### src/hw/ssslv_pkg.sv
package ssslv_pkg;
	// byte offsets on the register bus
	localparam logic [7:0] OFS_RX_STATUS = 8'h00;
	localparam logic [7:0] OFS_TX_HOLD = 8'h04;
	localparam logic [7:0] OFS_TX_STATUS = 8'h08;
	localparam logic [7:0] OFS_BAUD = 8'h0C;
	localparam logic [7:0] OFS_DIV_HIGH = 8'h10;
	localparam logic [7:0] OFS_DIV_LOW = 8'h14;
	localparam logic [7:0] OFS_RX_HOLD = 8'h18;
	localparam logic [7:0] OFS_FLAGS = 8'h1C;
	localparam int IDX_LSB = 2;
	localparam int IDX_MSB = 4;
	// receive status/control bits
	localparam int RS_PORT_ON = 7;
	localparam int RS_RX9 = 6;
	localparam int RS_SINGLE = 5;
	localparam int RS_CONT = 4;
	localparam int RS_ADDR_EN = 3;
	localparam int RS_FRAME_ERR = 2;
	localparam int RS_OVERRUN = 1;
	localparam int RS_RX_NINTH = 0;
	// transmit status/control bits
	localparam int TS_CLK_SRC = 7;
	localparam int TS_TX9 = 6;
	localparam int TS_TX_EN = 5;
	localparam int TS_SYNC = 4;
	localparam int TS_BREAK = 3;
	localparam int TS_HIGH_RATE = 2;
	localparam int TS_SHIFT_EMPTY = 1;
	localparam int TS_TX_NINTH = 0;
	// baud control bits
	localparam int BC_RX_IDLE = 6;
	localparam int BC_CLK_POL = 4;
	localparam int BC_DIV16 = 3;
	localparam int BC_WAKE_EN = 1;
	localparam int BC_AUTO_BAUD = 0;
	// flag/enable register bits
	localparam int FL_TX_EMPTY = 0;
	localparam int FL_RX_FULL = 1;
	localparam int FL_TX_IE = 4;
	localparam int FL_RX_IE = 5;
	// reset values and bit counts
	localparam logic [7:0] RST_TX_STATUS = 8'h02;
	localparam logic [7:0] RST_ZERO = 8'h00;
	localparam logic [3:0] BITS_SHORT = 4'h8;
	localparam logic [3:0] BITS_LONG = 4'h9;
endpackage

### src/hw/ssslv_sync.sv
`timescale 1ns/100ps
module ssslv_sync #(
	parameter int WIDTH = 1
) (
	// clock, reset and enable
	input wire logic clk,
	input wire logic rst_n,
	input wire logic en,
	// level in and synchronised level out
	input wire logic [WIDTH-1:0] d,
	output logic [WIDTH-1:0] q
);
	logic [WIDTH-1:0] stage;

	// first stage is read only by the second
	always_ff @(posedge clk or negedge rst_n) begin
		if (!rst_n) begin
			stage <= '0;
			q <= '0;
		end else if (en) begin
			stage <= d;
			q <= stage;
		end
	end
endmodule

### src/hw/ssslv_top.sv
`timescale 1ns/100ps
module ssslv_top #(
	parameter int ADDR_W = 8
) (
	// clock, enable, reset
	input wire logic mclk,
	input wire logic ce,
	input wire logic arst_n,
	// ahb-lite slave
	input wire logic hsel,
	input wire logic [ADDR_W-1:0] haddr,
	input wire logic [1:0] htrans,
	input wire logic hwrite,
	input wire logic [2:0] hsize,
	input wire logic [31:0] hwdata,
	input wire logic hready,
	output logic hreadyout,
	output logic hresp,
	output logic [31:0] hrdata,
	// shift clock pin, input only in slave mode
	input wire logic shift_clock_pin,
	// two-way data pin
	input wire logic dt_in,
	output logic dt_out,
	output logic dt_oe_n,
	// power state and requests toward the core
	input wire logic low_power,
	output logic tx_irq,
	output logic rx_irq,
	output logic wake
);
	typedef struct packed {
		logic [31:0] hrdata;
		logic hreadyout;
		logic dp_wr;
		logic [2:0] dp_idx;
		logic dp_map;
		logic serial_port_on;
		logic nine_bit_rx_select;
		logic single_rx_enable;
		logic continuous_rx_enable;
		logic addr_en;
		logic overrun;
		logic rx_ninth;
		logic clock_source_select;
		logic nine_bit_tx_select;
		logic transmit_enable;
		logic sync_mode;
		logic send_break;
		logic high_rate;
		logic tx_ninth_bit;
		logic clk_pol;
		logic div16;
		logic wake_en;
		logic auto_baud;
		logic [7:0] div_high;
		logic [7:0] div_low;
		logic [7:0] transmit_holding;
		logic tx_buffer_empty_flag;
		logic [8:0] transmit_shifter;
		logic tx_busy;
		logic [3:0] tx_cnt;
		logic [8:0] receive_shifter;
		logic [3:0] rx_cnt;
		logic [7:0] receive_holding;
		logic rx_buffer_full_flag;
		logic tx_irq_enable;
		logic rx_irq_enable;
		logic ck_prev;
		logic dt_out;
		logic dt_oe_n;
		logic tx_irq;
		logic rx_irq;
		logic wake;
	} ssslv_state_s;

	logic rst_n;
	logic ck_s;
	logic dt_s;
	ssslv_state_s st;
	ssslv_state_s next_st;

	// reset release through two flops
	ssslv_sync #(.WIDTH(1)) u_rst_sync (
		.clk(mclk),
		.rst_n(arst_n),
		.en(1'b1),
		.d(1'b1),
		.q(rst_n)
	);

	ssslv_sync #(.WIDTH(2)) u_pin_sync (
		.clk(mclk),
		.rst_n(rst_n),
		.en(ce),
		.d({shift_clock_pin, dt_in}),
		.q({ck_s, dt_s})
	);

	function automatic logic [7:0] rd_value(input ssslv_state_s s, input logic [2:0] idx);
		logic [7:0] v;
		v = 8'h00;
		unique case ({idx, 2'b00})
			ssslv_pkg::OFS_RX_STATUS: begin
				v[ssslv_pkg::RS_PORT_ON] = s.serial_port_on;
				v[ssslv_pkg::RS_RX9] = s.nine_bit_rx_select;
				v[ssslv_pkg::RS_SINGLE] = s.single_rx_enable;
				v[ssslv_pkg::RS_CONT] = s.continuous_rx_enable;
				v[ssslv_pkg::RS_ADDR_EN] = s.addr_en;
				v[ssslv_pkg::RS_OVERRUN] = s.overrun;
				v[ssslv_pkg::RS_RX_NINTH] = s.rx_ninth;
			end
			ssslv_pkg::OFS_TX_HOLD: v = s.transmit_holding;
			ssslv_pkg::OFS_TX_STATUS: begin
				v[ssslv_pkg::TS_CLK_SRC] = s.clock_source_select;
				v[ssslv_pkg::TS_TX9] = s.nine_bit_tx_select;
				v[ssslv_pkg::TS_TX_EN] = s.transmit_enable;
				v[ssslv_pkg::TS_SYNC] = s.sync_mode;
				v[ssslv_pkg::TS_BREAK] = s.send_break;
				v[ssslv_pkg::TS_HIGH_RATE] = s.high_rate;
				v[ssslv_pkg::TS_SHIFT_EMPTY] = ~s.tx_busy;
				v[ssslv_pkg::TS_TX_NINTH] = s.tx_ninth_bit;
			end
			ssslv_pkg::OFS_BAUD: begin
				v[ssslv_pkg::BC_RX_IDLE] = (s.rx_cnt == 4'h0);
				v[ssslv_pkg::BC_CLK_POL] = s.clk_pol;
				v[ssslv_pkg::BC_DIV16] = s.div16;
				v[ssslv_pkg::BC_WAKE_EN] = s.wake_en;
				v[ssslv_pkg::BC_AUTO_BAUD] = s.auto_baud;
			end
			ssslv_pkg::OFS_DIV_HIGH: v = s.div_high;
			ssslv_pkg::OFS_DIV_LOW: v = s.div_low;
			ssslv_pkg::OFS_RX_HOLD: v = s.receive_holding;
			ssslv_pkg::OFS_FLAGS: begin
				v[ssslv_pkg::FL_TX_EMPTY] = s.tx_buffer_empty_flag;
				v[ssslv_pkg::FL_RX_FULL] = s.rx_buffer_full_flag;
				v[ssslv_pkg::FL_TX_IE] = s.tx_irq_enable;
				v[ssslv_pkg::FL_RX_IE] = s.rx_irq_enable;
			end
		endcase
		return v;
	endfunction

	always_comb begin
		logic slave_on;
		logic tx_on;
		logic rx_on;
		logic ck_lvl;
		logic ck_rise;
		logic ck_fall;
		logic [3:0] nbits;
		logic [8:0] rsr_new;
		logic [7:0] w;
		logic addr_ok;
		slave_on = 1'b0;
		tx_on = 1'b0;
		rx_on = 1'b0;
		ck_lvl = 1'b0;
		ck_rise = 1'b0;
		ck_fall = 1'b0;
		nbits = ssslv_pkg::BITS_SHORT;
		rsr_new = 9'h000;
		w = hwdata[7:0];
		addr_ok = 1'b0;
		next_st = st;

		// write data phase
		if (st.dp_wr && st.dp_map) begin
			unique case ({st.dp_idx, 2'b00})
				ssslv_pkg::OFS_RX_STATUS: begin
					next_st.serial_port_on = w[ssslv_pkg::RS_PORT_ON];
					next_st.nine_bit_rx_select = w[ssslv_pkg::RS_RX9];
					next_st.single_rx_enable = w[ssslv_pkg::RS_SINGLE];
					next_st.continuous_rx_enable = w[ssslv_pkg::RS_CONT];
					next_st.addr_en = w[ssslv_pkg::RS_ADDR_EN];
					if (!w[ssslv_pkg::RS_CONT]) begin
						next_st.overrun = 1'b0;
					end
				end
				ssslv_pkg::OFS_TX_HOLD: begin
					next_st.transmit_holding = w;
					next_st.tx_buffer_empty_flag = 1'b0;
				end
				ssslv_pkg::OFS_TX_STATUS: begin
					next_st.clock_source_select = w[ssslv_pkg::TS_CLK_SRC];
					next_st.nine_bit_tx_select = w[ssslv_pkg::TS_TX9];
					next_st.transmit_enable = w[ssslv_pkg::TS_TX_EN];
					next_st.sync_mode = w[ssslv_pkg::TS_SYNC];
					next_st.send_break = w[ssslv_pkg::TS_BREAK];
					next_st.high_rate = w[ssslv_pkg::TS_HIGH_RATE];
					next_st.tx_ninth_bit = w[ssslv_pkg::TS_TX_NINTH];
				end
				ssslv_pkg::OFS_BAUD: begin
					next_st.clk_pol = w[ssslv_pkg::BC_CLK_POL];
					next_st.div16 = w[ssslv_pkg::BC_DIV16];
					next_st.wake_en = w[ssslv_pkg::BC_WAKE_EN];
					next_st.auto_baud = w[ssslv_pkg::BC_AUTO_BAUD];
				end
				ssslv_pkg::OFS_DIV_HIGH: next_st.div_high = w;
				ssslv_pkg::OFS_DIV_LOW: next_st.div_low = w;
				ssslv_pkg::OFS_FLAGS: begin
					next_st.tx_irq_enable = w[ssslv_pkg::FL_TX_IE];
					next_st.rx_irq_enable = w[ssslv_pkg::FL_RX_IE];
				end
				default: begin
				end
			endcase
		end

		// address phase, read sees a write still in its data phase
		next_st.dp_wr = 1'b0;
		if (hready) begin
			addr_ok = (haddr[ADDR_W-1:ssslv_pkg::IDX_MSB+1] == '0);
			next_st.dp_idx = haddr[ssslv_pkg::IDX_MSB:ssslv_pkg::IDX_LSB];
			next_st.dp_map = addr_ok;
			if (hsel && htrans[1]) begin
				next_st.dp_wr = hwrite;
				if (!hwrite) begin
					next_st.hrdata = 32'h0000_0000;
					if (addr_ok) begin
						next_st.hrdata[7:0] = rd_value(next_st, haddr[ssslv_pkg::IDX_MSB:ssslv_pkg::IDX_LSB]);
					end
					if (addr_ok && ({haddr[ssslv_pkg::IDX_MSB:ssslv_pkg::IDX_LSB], 2'b00} == ssslv_pkg::OFS_RX_HOLD)) begin
						next_st.rx_buffer_full_flag = 1'b0;
					end
				end
			end
		end

		// slave only with external clock source
		slave_on = next_st.serial_port_on && next_st.sync_mode && !next_st.clock_source_select;
		// single receive enable plays no part
		rx_on = slave_on && next_st.continuous_rx_enable && !next_st.overrun;
		tx_on = slave_on && next_st.transmit_enable && !next_st.continuous_rx_enable;

		ck_lvl = ck_s ^ st.clk_pol;
		next_st.ck_prev = ck_lvl;
		ck_rise = ck_lvl && !st.ck_prev;
		ck_fall = !ck_lvl && st.ck_prev;

		// data changes on rising, sampled on falling edge
		if (!tx_on) begin
			next_st.tx_busy = 1'b0;
			next_st.tx_cnt = 4'h0;
		end else if (st.tx_busy) begin
			nbits = st.nine_bit_tx_select ? ssslv_pkg::BITS_LONG : ssslv_pkg::BITS_SHORT;
			if (ck_rise && st.tx_cnt != 4'h0) begin
				next_st.transmit_shifter = {1'b0, st.transmit_shifter[8:1]};
				next_st.dt_out = st.transmit_shifter[1];
			end
			if (ck_fall) begin
				next_st.tx_cnt = st.tx_cnt + 4'h1;
				// shifter frees, held word loads next cycle
				if (st.tx_cnt + 4'h1 == nbits) begin
					next_st.tx_busy = 1'b0;
				end
			end
		end else if (!next_st.tx_buffer_empty_flag) begin
			// empty shifter takes the word at once
			next_st.transmit_shifter = {next_st.tx_ninth_bit, next_st.transmit_holding};
			next_st.dt_out = next_st.transmit_holding[0];
			next_st.tx_busy = 1'b1;
			next_st.tx_cnt = 4'h0;
			// flag sets on every move into shifter
			next_st.tx_buffer_empty_flag = 1'b1;
		end
		// busy shifter leaves the second word and flag alone
		next_st.dt_oe_n = !tx_on;

		// receive runs regardless of low power
		if (!rx_on) begin
			next_st.rx_cnt = 4'h0;
		end else if (ck_fall) begin
			nbits = st.nine_bit_rx_select ? ssslv_pkg::BITS_LONG : ssslv_pkg::BITS_SHORT;
			rsr_new = {dt_s, st.receive_shifter[8:1]};
			next_st.receive_shifter = rsr_new;
			next_st.rx_cnt = st.rx_cnt + 4'h1;
			if (st.rx_cnt + 4'h1 == nbits) begin
				next_st.rx_cnt = 4'h0;
				if (next_st.rx_buffer_full_flag) begin
					next_st.overrun = 1'b1;
				end else begin
					next_st.receive_holding = st.nine_bit_rx_select ? rsr_new[7:0] : rsr_new[8:1];
					next_st.rx_ninth = st.nine_bit_rx_select ? rsr_new[8] : 1'b0;
					// full flag set, set beats read clear
					next_st.rx_buffer_full_flag = 1'b1;
				end
			end
		end

		next_st.tx_irq = next_st.tx_buffer_empty_flag && next_st.tx_irq_enable;
		next_st.rx_irq = next_st.rx_buffer_full_flag && next_st.rx_irq_enable;
		// either request, transmit or receive, wakes from low power
		next_st.wake = low_power && (next_st.tx_irq || next_st.rx_irq);
		next_st.hreadyout = 1'b1;
	end

	always_ff @(posedge mclk or negedge rst_n) begin
		if (!rst_n) begin
			st <= '0;
			st.hreadyout <= 1'b1;
			st.tx_buffer_empty_flag <= 1'b1;
			st.dt_oe_n <= 1'b1;
		end else if (ce) begin
			st <= next_st;
		end
	end

	assign hreadyout = st.hreadyout;
	assign hresp = 1'b0;
	assign hrdata = st.hrdata;
	assign dt_out = st.dt_out;
	assign dt_oe_n = st.dt_oe_n;
	assign tx_irq = st.tx_irq;
	assign rx_irq = st.rx_irq;
	assign wake = st.wake;
endmodule

### config.mk
export PLATFORM = sky130hd
export DESIGN_NAME = ssslv_top
export DESIGN_NICKNAME = d
export VERILOG_FILES = /design/src/hw/ssslv_pkg.sv /design/src/hw/ssslv_sync.sv /design/src/hw/ssslv_top.sv
export SDC_FILE = /design/constraint.sdc
export NUM_CORES = 1
export LEC_CHECK = 0
export BUFFER_PORTS_ARGS = -buffer_cell sky130_fd_sc_hd__buf_2
export CORE_MARGIN = 2
export CORE_UTILIZATION = 57
export DETAILED_ROUTE_END_ITERATION = 8
export PLACE_DENSITY = 0.9
export RECOVER_POWER = 50
export SLEW_MARGIN = 30
export SYNTH_ARGS = -nofsm -noshare
export SYNTH_HDL_FRONTEND = slang
export SYNTH_SLANG_ARGS = --single-unit
### constraint.sdc
create_clock -name mclk -period 4.2 [get_ports mclk]
set_input_delay 0.42 -clock mclk [delete_from_list [all_inputs] [get_ports mclk]]
set_output_delay 0.42 -clock mclk [all_outputs]
set_load 0.05 [all_outputs]
* Word-level counts from Yosys, hierarchy flattened
Cells that the tools add are included.
** Cells by class
- Add/subtract/negate cells :: 2
- Equal/unequal tests :: 20
- Muxes and demuxes :: 50
- Bitwise logic cells :: 4
- Reductions and logical operators :: 34
** Operator list (number)
- $mux 36 :: 1
- $mux 8 :: 4
- $mux 14 :: 2
- $mux 9 :: 3
- $mux 13 :: 2
- $eq 3x3->1 const B :: 7
- $pmux 1 s7 :: 3
- $mux 1 :: 17
- $pmux 2 s8 :: 1
- $logic_and 1x1->1 :: 15
- $mux 5 :: 3
- $eq 3x2->1 const B :: 4
- $mux 6 :: 2
- $mux 10 :: 1
- $mux 2 :: 5
- $logic_not 3->1 :: 3
- $add 4x1->4 const B :: 2
- $eq 4x4->1 :: 2
- $mux 4 :: 2
- $pmux 1 s8 :: 1
- $reduce_and 4->1 :: 2
- $mux 7 :: 1
- $eq 3x1->1 const B :: 2
- $logic_not 1->1 :: 6
- 13 further kinds :: 19
** Storage, ports and cells
- Register bits after elaboration :: 106
- Bits of input ports :: 54
- Output and inout bits :: 39
- Logic and storage cells :: 155

* Depth between registers and ports, before layout
Gate-level depths: netlist of run 1.
- Word-level depth :: 13
- Depth in mapped cells :: 8
- Gate-level depth less buffers :: 7

* Hierarchy
Synthesis of run 1 repeated with hierarchy kept, for this count alone.
** Second synthesis, totals
- Cell total of the unflattened synthesis :: 567
- Area, all modules :: 5863.1 sq um
** Modules (own cells, without submodules)
- ssslv_top :: instances 1, cells an instance 555, area each 5645.4 sq um, sequential area each 2454.9 sq um
- ssslv_sync (u_pin_sync) :: instances 1, cells an instance 8, area each 145.1 sq um, sequential area each 100.1 sq um
- ssslv_sync (u_rst_sync) :: instances 1, cells an instance 4, area each 72.6 sq um, sequential area each 50.0 sq um

* Least setup slack after synthesis of run 1
Ideal clock, no wire load.
- Path kind :: reg2reg
- Start :: register st[89] (netlist bit)
- End :: register st (netlist bit hrdata[3])
- Arrival time :: 2.183 ns
- Data required time :: 4.078 ns
- Setup slack :: 1.896 ns
- Cell stages (with the launch flop) :: 7
- Clock period less this slack :: 2.304 ns
- Path through :: dfrtp_1 nand2b_1 nor2_1 mux2i_1 o22ai_1 or4_1 a32o_1
** Between the ends
- Longest elaborated chain between the ends :: 5
- Elaborated cells on any way between the ends :: 16
** Ends and longest elaborated chain
- start, declared :: RTL line ssslv_top.sv:80 : ssslv_state_s st;
- start signal, assigned :: RTL line ssslv_top.sv:305 : st <= next_st;
- $eq 3x3->1 (tied with other cells) :: RTL line ssslv_top.sv:169 : unique case ({st.dp_idx, 2'b00})
- $mux 8 (tied with other cells) :: RTL line ssslv_top.sv:169
- $mux 36 / $mux 6 (equally long branches) :: RTL line ssslv_top.sv:168 : if (st.dp_wr && st.dp_map) begin
- $pmux 1 s7 * :: RTL line ssslv_top.sv:103 : unique case ({idx, 2'b00})
- $mux 8 * :: RTL line ssslv_top.sv:220 : if (addr_ok) begin
Every way passes the cells marked *; elsewhere a longest branch is shown, timed or not.
A chain may end at the register's enable or synchronous reset.

* Worst setup path in the final report of run 1
- Start :: register st[88] (netlist bit)
- End :: register st[14] (netlist bit)
** Between the ends
- Longest elaborated chain between the ends :: 8
- Elaborated cells on any way between the ends :: 13
** Ends and longest elaborated chain
- $eq 3x2->1 / $logic_not 3->1 (equally long branches) :: RTL line ssslv_top.sv:169
- $mux 7 / $mux 6 (equally long branches) :: RTL line ssslv_top.sv:169
- $mux 36 / $mux 6 (equally long branches) :: RTL line ssslv_top.sv:168
- $logic_and 1x1->1 / $logic_not 1->1 (equally long branches) :: RTL line ssslv_top.sv:231 : slave_on = next_st.serial_port_on && next_st.sync_mode && !next_st.clock_source_select;
- $logic_and 1x1->1 :: RTL line ssslv_top.sv:231
- $logic_and 1x1->1 :: RTL line ssslv_top.sv:233 : rx_on = slave_on && next_st.continuous_rx_enable && !next_st.overrun;
- $logic_and 1x1->1 * :: RTL line ssslv_top.sv:233
- $reduce_and 5->1 (no line) *
Marked as above.

==> results of run 1 <==
power breakdown:
group	total (mW)	switching, mW	internal (mW)
logic	0.254	0.180	0.0739
clock network	0.636	0.343	0.294
registers	1.09	0.0554	1.04
total	1.98	0.578	1.41
per-layer routing:
| layer | part of all wire | vias to the layer above | track usage |
|---|---|---|---|
| li1 | - | 1974 | - |
| met1 | 0.42 | 2199 | 0.336 |
| met2 | 0.49 | 203 | 0.407 |
| met3 | 0.067 | 36 | 0.0377 |
| met4 | 0.023 | 0 | 0.0924 |
| met5 | 0 | - | 0 |
cell families after synthesis:
group	count (synthesis)	share of synthesized area
other	2	0.00128
multiplexers	118	0.221
AND/OR/NAND/NOR	140	0.124
AO/OA/AOI/OAI	103	0.116
XOR/XNOR	7	0.0105
flip-flops	104	0.445
buffers and inverters	78	0.0743
adder cells (fa/ha/maj)	4	0.00855
worst max-delay path: stages, from the launching register on:
cell and delay, ps:
dfrtp_1 480, nand4bb_1 560, nor2_8 350, mux2i_1 250, nor4b_4 290, buf_4 260
and4b_1 520, mux2_2 400
sequential cells by signal (all words and copies together) (netlist names):
register / count
tx_irq: 1
st: 85
wake: 1
hrdata: 8
dt_oe_n: 1
dt_out: 1
u_pin_sync.stage: 2
u_rst_sync.q: 1
u_rst_sync.stage: 1
rx_irq: 1
u_pin_sync.q: 2
worst max path at each step:
| stage | start | to | slack, ps | cells after the start |
|---|---|---|---|---|
| finish | st[88] | st[14] | 990 | 7 |
| global route | u_rst_sync.q | st[60] | 450 | 1 |
| CTS | st[88] | st[14] | 1020 | 7 |
| detailed placement | st[88] | st[10] | 1070 | 7 |
| global placement | st[88] | st[12] | 1190 | 7 |
| floorplan | u_rst_sync.q | dt_out | 1090 | 0 |
cell usage after synthesis (all sizes together), types with 2 or more instances:
| library cell | count |
|---|---|
| and3b | 2 |
| nor3 | 8 |
| xor2 | 3 |
| clkbuf | 23 |
| a221oi | 2 |
| nand2 | 51 |
| a2111oi | 3 |
| o22ai | 13 |
| dfstp | 2 |
| o22a | 2 |
| nand3 | 15 |
| o31ai | 4 |
| and3 | 3 |
| nand4bb | 2 |
| nor2b | 4 |
| or4 | 4 |
| conb | 2 |
| or3 | 4 |
| nor2 | 28 |
| a22o | 3 |
| and2 | 2 |
| inv | 14 |
| ha | 4 |
| o21ai | 28 |
| xnor2 | 4 |
| dfrtp | 102 |
| mux2i | 37 |
| nand3b | 3 |
| a22oi | 5 |
| o221ai | 2 |
| a32o | 5 |
| mux2 | 81 |
| a21oi | 23 |
| nand2b | 7 |
| buf | 41 |
per-stage QoR:
step | instance area (um^2) | setup slack [ps] | hold WS [ps] | power (mW)
6_report | 6120 | 990 | 273 | 1.98
5_1_grt | 6120 | 454 | 275 | 2.04
4_1_cts | 6150 | 1020 | 273 | 1.99
3_5_place_dp | 5940 | 1070 | 208 | 1.36
3_3_place_gp | 5940 | 1190 | 205 | 1.35
2_1_floorplan | 5950 | 1090 | 124 | 1.32
area by class of cell:
type | instances | share of cell area
Clock buffer | 12 | 0.0237
Sequential cell | 104 | 0.425
Multi-Input combinational cell | 399 | 0.475
Inverter | 14 | 0.00858
Clock inverter | 4 | 0.00878
Tap cell | 136 | 0.0278
Timing Repair Buffer | 40 | 0.0306
timing repair:
item,CTS,global route
setup buffers,0,0
endpoints found under the hold margin,2,0
hold buffers,1,0
==> results_dict.tcl, run 1 <==
set metrics [dict create \
    hpwlAfterDp_um 9690 \
    hp-start "dt_in" \
    synth_top_flop_cell "dfrtp_1" \
    worst_pin_slew_ps 2640 \
    final-hold-violation-count 0 \
    initial_utilization 0.578 \
    ff2ff_path_depth 7 \
    timing.critical_path.to_type "register" \
    place_congestion 0.910 \
    setup_repair_after_global_routing_missed_its_margin "false" \
    layout.cells.most_common "dfrtp_1" \
    cts_buffers 9 \
    synth_area_leader_cell "dfrtp_1" \
    worstReg2RegEnd "st[14]" \
    drt-vias-per-instance 6.22 \
    yosysWarnings 0 \
    worst_setup_hold_path_clk_slew_ps 100 \
    die_w_um 105 \
    maxClockFrequency_mhz 312 \
    drtIter0Drc 458 \
    hold_path_depth 2 \
    syn_area_mm2 0.00586 \
    synth.distinct_cells 63 \
    final_net_count 626 \
    clock_path_buffers 2 \
    status "finished, violations left" \
    timing.critical_path.fanout_max 15 \
    cts_tree "built" \
    route.vias.total 4412 \
    clockRootBuffer "clkbuf_8" \
    cap_viol_max_count 2 \
    fin_skew_ps 12.8 \
    layout.cells.most_common_list "dfrtp_1 (102), mux2_2 (80), nand2_1 (50), mux2i_1 (36)" \
    syn-mean-instance-area_um2 10.5 \
    post-synth-top-area-fraction 0.436 \
    cts-resized-gates 0 \
    grt_max_degree 69 \
    clk_latency_ps 370 \
    design.die.area_mm2 0.0111 \
    wl_per_cell_um 19.1 \
    synth-edff-count 0 \
    remaining_drc_errors 0 \
    hold_path_end "u_pin_sync.stage[0]" \
    report.final.slew_viol_count 110 \
    syn_inst 556 \
    core_mm2 0.0101 \
    post_route_cells_drive_above_1_share 0.222 \
    timing.hold.worst.class "primary input to register" \
    dp.cells 692 \
    start_kind "register" \
    synth_seq_area_share 0.445 \
    grt.overflow.total 0 \
    finish.cell_count_without_fillers 709 \
    firstDrtPassIters 5 \
    numPortBuffers 36 \
    cts_sinks 104 \
    fillCellCount 824 \
    area_growth_pct 4.57 \
    critical_path.reg2reg.startpoint "st[88]" \
    cp.arrival_ps 3470 \
    groute.usage.overall 0.249 \
    ioPinCount 93 \
    postRouteWirelength_um 13600 \
    final.setup.tns_ps 0 \
    finalCriticalPeriod_ps 3210 \
    final-seq-area_mm2 0.00261 \
    number_of_antenna_violations_at_the_first_check_in_global_routing 0 \
    post-route-period-util 0.764 \
    chipHeight_um 105 \
    first_pass_grt_wire_length_um 21900 \
    final_antenna_net_count 0 \
    utilization_of_the_core_after_routing 0.604 \
    cp_data_required_time_ps 4460 \
    synth_async_sr_flop_share 1.00 \
    multi_input_area_mm2 0.00291 \
    timing.reg2reg.setup_slack_ps 990 \
    netlist_top_cells_area "dfrtp_1 (44%), mux2_2 (15%), mux2i_1 (6.2%), buf_4 (4.5%), nand2_1 (3.2%)" \
    setup_viol 0 \
    synth.ff_latch_count 104 \
    insertedDiodeCount 0 \
    placement_rows 37 \
    crit_type "register to register" \
    first_global_vias 4274 \
    power_density_mw_per_mm2 324 \
    cts_h_tree_lvls 3 \
    ir_worst_vdd_mv 0.154 \
    slew-limit-headroom -0.757 \
    leakage_nw 2.79 \
    violations "max-capacitance violations, max-slew violations" \
]
No activity file was read; power rests on OpenSTA's default activity.
==> run 2: changes to the inputs <==
==> constraint.sdc (replaced) <==
create_clock -name mclk -period 3 [get_ports mclk]
set_input_delay 0.3 -clock mclk [delete_from_list [all_inputs] [get_ports mclk]]
set_output_delay 0.3 -clock mclk [all_outputs]
set_load 0.05 [all_outputs]
==> run 2 against run 1 <==
- the flow still finishes with violations (max-capacitance violations, max-slew violations)
- global-route usage is 0.85 points higher
- clock power is 53% higher
- design area is 1.4% higher
==> results_dict.tcl, run 2 (synthesis gave the netlist of run 1 again) <==
set metrics [dict create \
    setup_viol 0 \
    flip_flop_count_of_the_largest_register_all_copies_and_words_added 85 \
    final_net_count 633 \
    critical_path.cell_chain "clkbuf_1 -> clkbuf_1 -> nand3_1 -> mux2_2" \
    grt_max_degree 82 \
    remaining_drc_errors 0 \
    power_density_mw_per_mm2 461 \
    chipHeight_um 105 \
    clk_latency_ps 380 \
    final_antenna_net_count 0 \
    cts_buffers 9 \
    area_growth_pct 6.07 \
    dp.cells 698 \
    report.final.slew_viol_count 35 \
    place_congestion 0.928 \
    crit_type "primary input to register" \
    cts_sinks 104 \
    first_pass_grt_wire_length_um 22300 \
    gr-max-usage-layer "met2" \
    cp.arrival_ps 2990 \
    status "finished, violations left" \
    cpPeakStageDelay_ps 1170 \
    use_met2 0.418 \
    ioPinCount 93 \
    slew-limit-headroom -0.0316 \
    layout.cells.most_common "dfrtp_1" \
    cp_data_required_time_ps 3270 \
    violations "max-capacitance violations, max-slew violations" \
    worst_setup_hold_path_clk_slew_ps 100 \
    leakage_nw 2.88 \
    drtIter0Drc 364 \
    dominant_cell_type_by_count_on_the_critical_path "clkbuf_1" \
    timing.hold.worst.class "primary input to register" \
    clock_path_buffers 2 \
    path_delay_family "buffers and inverters" \
    setup_repair_after_global_routing_missed_its_margin "false" \
    die_w_um 105 \
    core_mm2 0.0101 \
    globalRouteMet3Util 0.0414 \
    grt.overflow.total 0 \
    finalCriticalPeriod_ps 2720 \
    numPortBuffers 36 \
    cts-resized-gates 0 \
    start_kind "primary input" \
    initial_utilization 0.578 \
    drt-vias-per-instance 6.16 \
    cap_viol_max_count 1 \
    post_route_cells_drive_above_1_share 0.253 \
    post-route-period-util 0.906 \
    placement.cell_area_mm2 0.00599 \
    design.die.area_mm2 0.0111 \
    clockRootBuffer "clkbuf_8" \
    cts_tree "built" \
    insertedDiodeCount 0 \
    final-hold-violation-count 0 \
    finish.cell_count_without_fillers 716 \
    maxClockFrequency_mhz 368 \
    timing.critical_path.to_type "register" \
    wl_per_cell_um 18.9 \
    timing.critical_path.fanout_max 34 \
    route.vias.total 4411 \
    firstDrtPassIters 7 \
    registers.top_by_ff_count "st" \
    number_of_antenna_violations_at_the_first_check_in_global_routing 0 \
    postRouteWirelength_um 13500 \
    first_global_vias 4432 \
    grt.met1_usage 0.330 \
    finalInstanceArea_mm2 0.00621 \
    critPathBufInv 2 \
    cts_h_tree_lvls 3 \
    critical-path-slowest-cell "clkbuf_1" \
    post_cts_buffers 0 \
    ir_worst_vdd_mv 0.248 \
    placement_rows 37 \
    groute.usage.overall 0.257 \
    layout.cells.most_common_list "dfrtp_1 (102), mux2_2 (80), nand2_1 (50), mux2i_1 (36), buf_2 (34)" \
    fin_skew_ps 17.1 \
    hpwlAfterDp_um 9780 \
    worst_pin_slew_ps 1550 \
    final.setup.tns_ps 0 \
]
run 2: what timing repair did:
action / in CTS / in global routing
endpoints found under the setup margin: 0 / 0
endpoints found under the hold margin: 2 / 0
hold buffers: 1 / 0
run 2: final timing paths:
check	startpoint	slack, ps	to	cells past startpoint
setup / recovery	ce	280	st[68]	4
hold / removal	shift_clock_pin	150	u_pin_sync.stage[1]	2
hold reg to reg	u_rst_sync.stage	370	u_rst_sync.q	0
max in group asynchronous	u_rst_sync.q	530	dt_oe_n	2
min in group asynchronous	arst_n	220	u_rst_sync.stage	2
setup reg to reg	st[89]	340	hrdata[0]	6
run 2: layout make-up:
type,instances,area [um^2]
tap,136,170
sequential,104,2610
timing repair buffer,47,253
clock inverter,5,80.1
multi-input combinational,399,2910
clock buffer,11,141
inverter,14,52.6
fill,825,3930
run 2: routing by layer:
layer,share of wire,up-vias
met4,0.037,0
met3,0.071,41
met2,0.48,234
li1,-,1979
met1,0.41,2157
met5,0,-
run 2: metrics by stage:
stage,power (mW),utilization,hold WS [ps],setup slack [ps]
6_report,2.86,0.613,153,281
5_1_grt,2.97,0.613,143,108
4_1_cts,2.87,0.614,141,374
3_5_place_dp,1.91,0.591,88.6,391
3_3_place_gp,1.90,0.591,87.4,483
2_1_floorplan,1.84,-,4.41,696
run 2: worst reg2reg max path, stage by stage, from the launching register on:
cell and delay, ps:
dfrtp_1 730, nor2b_1 200, nand2_2 260, mux2_2 380, a2111oi_0 410, o221ai_1 270, a32o_1 300
run 2: where the power goes:
group | switching, mW | internal (mW)
clock | 0.480 | 0.492
sequential | 0.0615 | 1.45
combinational | 0.269 | 0.109
total | 0.811 | 2.05
